`config.mk`:
```
export PLATFORM = sky130hd
export DESIGN_NAME = bpp_port
export DESIGN_NICKNAME = d
export VERILOG_FILES = /design/src/rtl/bpp_port.v
export VERILOG_INCLUDE_DIRS = /design/src /design/src/pkg
export SDC_FILE = /design/constraint.sdc
export NUM_CORES = 1
export LEC_CHECK = 0
export ABC_CLOCK_PERIOD_IN_PS = 4700
export BUFFER_PORTS_ARGS = -buffer_cell sky130_fd_sc_hd__buf_2
export CAP_MARGIN = 5
export CORE_MARGIN = 10
export CORE_UTILIZATION = 60
export CTS_CLUSTER_DIAMETER = 100
export DETAILED_ROUTE_END_ITERATION = 10
export PLACE_DENSITY = 0.77
export SYNTH_ARGS = -nofsm -noshare
export SYNTH_HDL_FRONTEND = slang
export SYNTH_SLANG_ARGS = --single-unit
```
`constraint.sdc`:
```
create_clock -name sys_clk -period 4.7 [get_ports sys_clk]
set_clock_uncertainty 0.15 [all_clocks]
set_input_delay 0.94 -clock sys_clk [delete_from_list [all_inputs] [get_ports sys_clk]]
set_output_delay 0.94 -clock sys_clk [all_outputs]
set_load 0.005 [all_outputs]
```
`src/pkg/bpp_map.vh`:
```
/*
  register offsets, field positions and reset values of the parallel port.
  assumes inclusion by bare name from the design file.
*/
`ifndef BPP_MAP_VH
`define BPP_MAP_VH
`define BPP_OFS_IDENT 4'h0
`define BPP_OFS_INTDMA 4'h1
`define BPP_OFS_PSTAT 4'ha
`define BPP_OFS_CSTAT 4'hb
`define BPP_OFS_HLINE 4'hc
`define BPP_OFS_IOCTL 4'hd
`define BPP_OFS_FIFO 4'he
`define BPP_IDENT_VAL 8'h5a
`define BPP_HLINE_RST 3'h5
`define BPP_CNT_LAST 8'h01
`define BPP_IOCTL_RST 2'h0
`define BPP_BIT_INIT 2
`define BPP_BIT_ONLINE 1
`define BPP_BIT_DIR 0
`define BPP_BIT_MOD 1
`define BPP_BIT_INPUT 0
`endif

```
`src/rtl/bpp_port.v`:
```
/*
  host parallel port: register file, data fifo and strobe handshake.
  assumes synchronous cable inputs, one 40 mhz clock and a simple
  8-bit register port with one-cycle read and write strobes.
*/
// What this block does
// - host_online pin is driven by the port
// - peripheral_init asserted tells peripheral to reset; bidirectional ones obey
// - identity register at offset zero always returns fixed byte
// - nonzero write to offset zero resets the interface
// - bit 7 shows interrupt enable, bit 6 service request
// - bits 5-4 show fixed hardware interrupt level code
// - bits 1 and 0 show dma enables; bits 3-2 read zero
// - interrupt and both dma enables are fixed by parameters, zero by default; reset does not change them
// - peripheral status live-reflects fault and online lines
// - comm status shows fifo full, empty, busy, ack low
// - after reset fifo empty and strobe released
// - host line control bits drive init, online and direction pins
// - reset drives init asserted, online high, direction high
// - modifier bit selects ack handshake on output and fifo depth on input
// - direction bit selects input when set; reset clears both bits
// - fifo write in input mode or when full is discarded
// - sender marks valid data with active-low strobe
// - receiver holds busy high while it cannot accept
// - direction_out high means output, low input
`timescale 1ns/10ps
`include "bpp_map.vh"
module bpp_port #(
  parameter DEPTH_LOG2 = 4,
  parameter STROBE_CYCLES = 4,
  parameter [1:0] IRQ_LEVEL = 2'h0,
  parameter INT_ENABLE = 1'b0,
  parameter [1:0] DMA_ENABLE = 2'h0
) (
  // clock and reset
  input wire sys_clk,
  input wire rst,
  // register port
  input wire [3:0] reg_addr,
  input wire reg_wr,
  input wire reg_rd,
  input wire [7:0] reg_wdata,
  output reg [7:0] reg_rdata,
  // cable inputs
  input wire general_fault_n,
  input wire peripheral_online,
  input wire paper_fault,
  input wire busy,
  input wire peripheral_ack_pulse_n,
  input wire service_request,
  // cable outputs
  output wire peripheral_init_n,
  output wire host_online_n,
  output wire direction_out,
  output reg data_qualify_strobe_n,
  // two-way data lines, oe low while driving
  input wire [7:0] data_in,
  output reg [7:0] data_out,
  output wire data_oe_n,
  // receiving side busy driven toward peripheral in input mode
  output wire host_busy
);
  localparam DEPTH = 1 << DEPTH_LOG2;
  localparam PW = DEPTH_LOG2 + 1;
  localparam S_IDLE = 2'h0;
  localparam S_STROBE = 2'h1;
  localparam S_WAIT = 2'h2;

  // true when a strobe hits the given register offset
  function reg_hit;
    input strobe;
    input [3:0] addr;
    input [3:0] offset;
    begin
      reg_hit = strobe && (addr == offset);
    end
  endfunction

  // fifo storage and pointers
  reg [7:0] mem [0:DEPTH-1];
  reg [PW-1:0] wptr_reg;
  reg [PW-1:0] wptr_next;
  reg [PW-1:0] rptr_reg;
  reg [PW-1:0] rptr_next;
  // host line and io control registers
  reg [2:0] hline_reg;
  reg [2:0] hline_next;
  reg [1:0] ioctl_reg;
  reg [1:0] ioctl_next;
  // output handshake state
  reg [1:0] state_reg;
  reg [1:0] state_next;
  reg [7:0] cnt_reg;
  reg [7:0] cnt_next;
  reg ack_seen_reg;
  reg ack_seen_next;
  reg strobe_next;
  reg [7:0] data_out_next;
  // ack line history, idle high so no false edge after reset
  reg ack_d_reg;

  // register strobe decoding
  wire soft_rst;
  wire any_rst;
  wire hline_wr;
  wire ioctl_wr;
  wire fifo_wr;
  wire fifo_rd;
  assign soft_rst = reg_hit(reg_wr, reg_addr, `BPP_OFS_IDENT) &&
    (reg_wdata != 8'h00);
  assign any_rst = rst | soft_rst;
  assign hline_wr = reg_hit(reg_wr, reg_addr, `BPP_OFS_HLINE);
  assign ioctl_wr = reg_hit(reg_wr, reg_addr, `BPP_OFS_IOCTL);
  assign fifo_wr = reg_hit(reg_wr, reg_addr, `BPP_OFS_FIFO);
  assign fifo_rd = reg_hit(reg_rd, reg_addr, `BPP_OFS_FIFO);

  // fifo fill level
  wire input_mode;
  wire modifier;
  wire [PW-1:0] count;
  wire empty;
  wire full;
  assign input_mode = ioctl_reg[`BPP_BIT_INPUT];
  assign modifier = ioctl_reg[`BPP_BIT_MOD];
  assign count = wptr_reg - rptr_reg;
  assign empty = (count == {PW{1'b0}});
  // one location only when the modifier is set on input
  assign full = (input_mode && modifier) ? !empty :
    count[DEPTH_LOG2];

  // push and pop sources
  wire ack_fall;
  wire cpu_push;
  wire in_push;
  wire push;
  wire [7:0] push_data;
  wire cpu_pop;
  wire out_pop;
  wire pop;
  assign ack_fall = ack_d_reg && !peripheral_ack_pulse_n;
  // writes in input mode or into a full fifo are dropped
  assign cpu_push = fifo_wr && !input_mode && !full;
  // inbound byte is taken on the falling edge of the ack line
  assign in_push = input_mode && !full && ack_fall;
  assign push = cpu_push | in_push;
  assign push_data = input_mode ? data_in : reg_wdata;
  // junk reads do not move the read pointer
  assign cpu_pop = fifo_rd && input_mode && !empty;
  assign out_pop = !input_mode && (state_reg == S_IDLE) && !empty &&
    !busy;
  assign pop = cpu_pop | out_pop;

  // cable outputs
  assign peripheral_init_n = ~hline_reg[`BPP_BIT_INIT];
  assign host_online_n = ~hline_reg[`BPP_BIT_ONLINE];
  assign direction_out = hline_reg[`BPP_BIT_DIR];
  // data lines driven only while the direction is output
  assign data_oe_n = input_mode;
  assign host_busy = input_mode && full;

  // pointer next values
  always @* begin
    wptr_next = wptr_reg;
    rptr_next = rptr_reg;
    if (push) begin
      wptr_next = wptr_reg + {{(PW-1){1'b0}}, 1'b1};
    end
    if (pop) begin
      rptr_next = rptr_reg + {{(PW-1){1'b0}}, 1'b1};
    end
  end

  // control register next values
  always @* begin
    hline_next = hline_reg;
    ioctl_next = ioctl_reg;
    if (hline_wr) begin
      hline_next = reg_wdata[2:0];
    end
    if (ioctl_wr) begin
      ioctl_next = reg_wdata[1:0];
    end
  end

  // output strobe handshake
  always @* begin
    state_next = state_reg;
    cnt_next = cnt_reg;
    ack_seen_next = ack_seen_reg;
    strobe_next = data_qualify_strobe_n;
    data_out_next = data_out;
    case (state_reg)
      S_IDLE: begin
        if (out_pop) begin
          data_out_next = mem[rptr_reg[DEPTH_LOG2-1:0]];
          strobe_next = 1'b0;
          cnt_next = STROBE_CYCLES[7:0];
          ack_seen_next = 1'b0;
          state_next = S_STROBE;
        end
      end
      S_STROBE: begin
        if (cnt_reg == `BPP_CNT_LAST) begin
          strobe_next = 1'b1;
          state_next = S_WAIT;
        end else begin
          cnt_next = cnt_reg - `BPP_CNT_LAST;
        end
        if (ack_fall) begin
          ack_seen_next = 1'b1;
        end
      end
      S_WAIT: begin
        if (ack_fall) begin
          ack_seen_next = 1'b1;
        end
        // cleared modifier needs ack as well as busy low
        if (!busy && (modifier || ack_seen_reg || ack_fall)) begin
          state_next = S_IDLE;
        end
      end
      default: begin
        state_next = S_IDLE;
      end
    endcase
  end

  // fifo pointers
  always @(posedge sys_clk) begin
    if (any_rst) begin
      wptr_reg <= {PW{1'b0}};
      rptr_reg <= {PW{1'b0}};
    end else begin
      wptr_reg <= wptr_next;
      rptr_reg <= rptr_next;
    end
  end

  // control registers
  always @(posedge sys_clk) begin
    if (any_rst) begin
      hline_reg <= `BPP_HLINE_RST;
      ioctl_reg <= `BPP_IOCTL_RST;
    end else begin
      hline_reg <= hline_next;
      ioctl_reg <= ioctl_next;
    end
  end

  // handshake registers and data lines
  always @(posedge sys_clk) begin
    if (any_rst) begin
      state_reg <= S_IDLE;
      cnt_reg <= 8'h00;
      ack_seen_reg <= 1'b0;
      ack_d_reg <= 1'b1;
      data_qualify_strobe_n <= 1'b1;
      data_out <= 8'h00;
    end else begin
      state_reg <= state_next;
      cnt_reg <= cnt_next;
      ack_seen_reg <= ack_seen_next;
      ack_d_reg <= peripheral_ack_pulse_n;
      data_qualify_strobe_n <= strobe_next;
      data_out <= data_out_next;
    end
  end

  // fifo storage has no reset; stale words are never popped
  always @(posedge sys_clk) begin
    if (push && !any_rst) begin
      mem[wptr_reg[DEPTH_LOG2-1:0]] <= push_data;
    end
  end

  // read words
  wire [7:0] intdma_word;
  wire [7:0] pstat_word;
  wire [7:0] cstat_word;
  wire [7:0] hline_word;
  wire [7:0] ioctl_word;
  wire [7:0] fifo_word;
  // enable, request, level, two zero bits, dma enables
  assign intdma_word = {INT_ENABLE[0], service_request, IRQ_LEVEL,
    2'b00, DMA_ENABLE};
  assign pstat_word = {5'h00, !general_fault_n, peripheral_online,
    paper_fault};
  assign cstat_word = {3'h0, full, empty, !data_qualify_strobe_n, busy,
    !peripheral_ack_pulse_n};
  assign hline_word = {5'h00, hline_reg};
  assign ioctl_word = {6'h00, ioctl_reg};
  assign fifo_word = mem[rptr_reg[DEPTH_LOG2-1:0]];

  // read data select
  always @* begin
    if (reg_addr == `BPP_OFS_IDENT) begin
      reg_rdata = `BPP_IDENT_VAL;
    end else if (reg_addr == `BPP_OFS_INTDMA) begin
      reg_rdata = intdma_word;
    end else if (reg_addr == `BPP_OFS_PSTAT) begin
      reg_rdata = pstat_word;
    end else if (reg_addr == `BPP_OFS_CSTAT) begin
      reg_rdata = cstat_word;
    end else if (reg_addr == `BPP_OFS_HLINE) begin
      reg_rdata = hline_word;
    end else if (reg_addr == `BPP_OFS_IOCTL) begin
      reg_rdata = ioctl_word;
    end else if (reg_addr == `BPP_OFS_FIFO) begin
      reg_rdata = fifo_word;
    end else begin
      reg_rdata = 8'h00;
    end
  end
endmodule // bpp_port

```
==> results.tsv <==
metric	value	unit
via_per_inst	6.59	
ys_ff_latch	168	
p_per_area	498	mW/mm^2
ys_seq_area_frac	0.631	
syn_nets	537	
critical_path_class	register to primary output	
hold_class	register to register	
cp.required	3610	ps
post_cts_buffers	0	
grt_pass1_vias	4728	
core_area	0.0120	sq mm
start_util	0.613	
timing.setup.tns	0	ps
largest_reg_flops	128	
drt_iter0_drc	650	
outcome	finished clean	
routed_wl	17.9	mm
report.power.total	4.18	mW
cts.sinks	168	
synth_compound_area_frac	0.0675	
peakVddDrop	0.000315	V
grt_max_degree	33	
placed_area	0.00783	sq mm
ios	52	
syn-mean-instance-area	15.0	sq um
numCtsBuffers	17	
setup_violations	0	
cts_tree	yes	
finalWeightedCongestion	0.891	
tightestPinTransition	885	ps
layout_min_cycle_time	4090	ps
crit_top_cell	mux4_2	
regArea	0.00465	sq mm
drt-pass1-iter-count	7	
cp_top_family	multiplexers	
hold_viol	0	
async_flop_share	0	
synth_enable_flop_cells	128	
syn_area	0.00736	sq mm
wl_per_cell	24.8	microns
fmax	0.244	GHz
multi_input_area	0.00253	sq mm
cts-resized-gates	0	
synth_xor_area_frac	0.0107	
muxShareOfSynthArea	0.150	
clk_latency	420	ps
final_nets	606	
die_w	131	microns
area_delta_synth_final	14.1	%
slew_headroom	0.410	
rsz0062_at_grt	no	
synth_fa_ha_area_frac	0.0265	
ctsRootBufferMaster	clkbuf_16	
layout-drive-gt1-share	0.286	
finalCritPeriodShare	0.871	
fin_area	0.00840	sq mm
antenna_found_initial	0	
die-area	0.0171	sq mm
crit_slowest_cell	dfxtp_2	
track_usage	0.218	
gr-total-overflow	0	
arrival	3000	ps
n_fill_cell	769	
grt_pass1_wl	27.6	mm
drv_slew	0	
p_leak	2.88	nW
ys.flop_type	edfxtp_1	
htreeDepth	4	
synth.distinct_cells	64	
yosys_warnings	0	
post-route-drc-count	0	
fin_util	0.699	
io_buffer_count	51	
vias	4754	
std_cell_rows	40	
synth-simple-area-share	0.0889	
critPathMaxFanout	19	
place.detailed.hpwl	12.2	mm
max_stage_delay	770	ps
cts_hold_buf	0	
cp_cell_sequence	buf_4 > mux4_2 > mux4_2 > nand2_1 > o311ai_1 > buf_2	
synthCells	492	
clkSlewWorstSetupHoldPaths	70	ps
die_y	131	microns
cts_buffer_depth	2	
worst-path-buf-inv	2	
end_kind	primary output	
maxCapViolations	0	
n_antenna_cell	0	
synth_top_family_by_area	multiplexers	
start_kind	register	
ant_nets	0	
==> synth_stat cells (all sizes together) (2+ instances only) <==
library cell,count,share of area
edfxtp,128,0.52
mux2,10,0.015
a21oi,30,0.021
nand2,38,0.019
mux2i,8,0.011
a31o,2,0.0024
mux4,40,0.12
nand2b,4,0.0034
a211oi,3,0.0037
ha,14,0.024
nor3b,3,0.0044
and3,2,0.0017
o31ai,3,0.0031
buf,12,0.012
a22oi,3,0.0037
o311ai,2,0.0024
nand3,14,0.0095
a31oi,5,0.0042
nor4,4,0.0034
and2,4,0.0034
nor3,9,0.0068
or4,3,0.0031
dfxtp,40,0.11
nor2b,2,0.0017
o21ai,12,0.0082
nor2,33,0.017
nand3b,2,0.0020
clkbuf,10,0.0051
inv,16,0.0082
or3,5,0.0042
o22ai,2,0.0036
xor2,4,0.0048
nand4,3,0.0025
xnor2,5,0.0059
o41ai,2,0.0024
==> cell families after synthesis <==
| family | count (synthesis) |
|---|---|
| DFF | 168 |
| xor gates and xnor gates | 9 |
| buffers and inverters | 38 |
| adders and majority gates | 15 |
| AOI/OAI and AO/OA | 74 |
| muxes | 58 |
| and+or+nand+nor | 130 |
==> per-layer routing <==
layer | track usage | part of all wire
met1 | 0.294 | 0.39
met5 | 0 | 0
met3 | 0.0588 | 0.12
met4 | 0.0759 | 0.031
met2 | 0.337 | 0.46
==> worst register-to-register path, stage by stage (launching register included) <==
cell	delay, ps
dfxtp_1	420
inv_1	120
ha_1	230
inv_1	70
fa_1	440
nand3b_1	190
a211oi_2	290
o32ai_2	260
nor2_2	310
nand3_1	200
nor2_1	520
buf_4	250
==> power breakdown <==
| part | switching, mW | internal, mW | total (mW) |
|---|---|---|---|
| Clock | 0.586 | 0.738 | 1.32 |
| Combinational | 0.600 | 0.477 | 1.08 |
| Sequential | 0.108 | 1.67 | 1.78 |
| Total | 1.29 | 2.89 | 4.18 |
==> cell usage in the layout (no fill, tap or decap), types with 15 or more instances in the layout <==
cell type  Yosys  routed
buf_2          6      51
edfxtp_1     128     128
inv_1         15      15
clkbuf_16      0      17
nand2_1       38      38
nor2_1        32      32
mux4_2        37      37
dfxtp_1       40      39
a21oi_1       29      29
buf_4          0      21
==> final timing paths <==
| kind | from | to | slack [ps] | cells past startpoint |
|---|---|---|---|---|
| hold reg to reg | data_out[6]$_SDFFE_PP0P_ | data_out[6]$_SDFFE_PP0P_ | 310 | 2 |
| hold / removal | data_out[6]$_SDFFE_PP0P_ | data_out[6]$_SDFFE_PP0P_ | 310 | 2 |
| setup / recovery | register | reg_rdata[3] | 610 | 6 |
| setup reg to reg | wptr_reg[0]$_SDFFE_PP0P_ | mem[7][7]$_DFFE_PP_ | 990 | 11 |
==> stage by stage <==
stage | cells | hold slack, ps | setup WS (ps)
floorplan | 492 | 300 | 1360
global placement | 689 | 292 | 1050
detailed placement | 689 | 306 | 1020
CTS | 721 | 314 | 556
global route | 721 | 333 | 433
finish | 721 | 311 | 607
==> layout make-up <==
type / count / area share
clock buffer: 17 / 0.0506
clock inverter: 15 / 0.0168
inverter: 16 / 0.00715
multi-input combinational: 286 / 0.301
sequential: 168 / 0.553
tap: 147 / 0.0219
timing repair buffer: 72 / 0.0492
(Power assumes the default switching activity.)
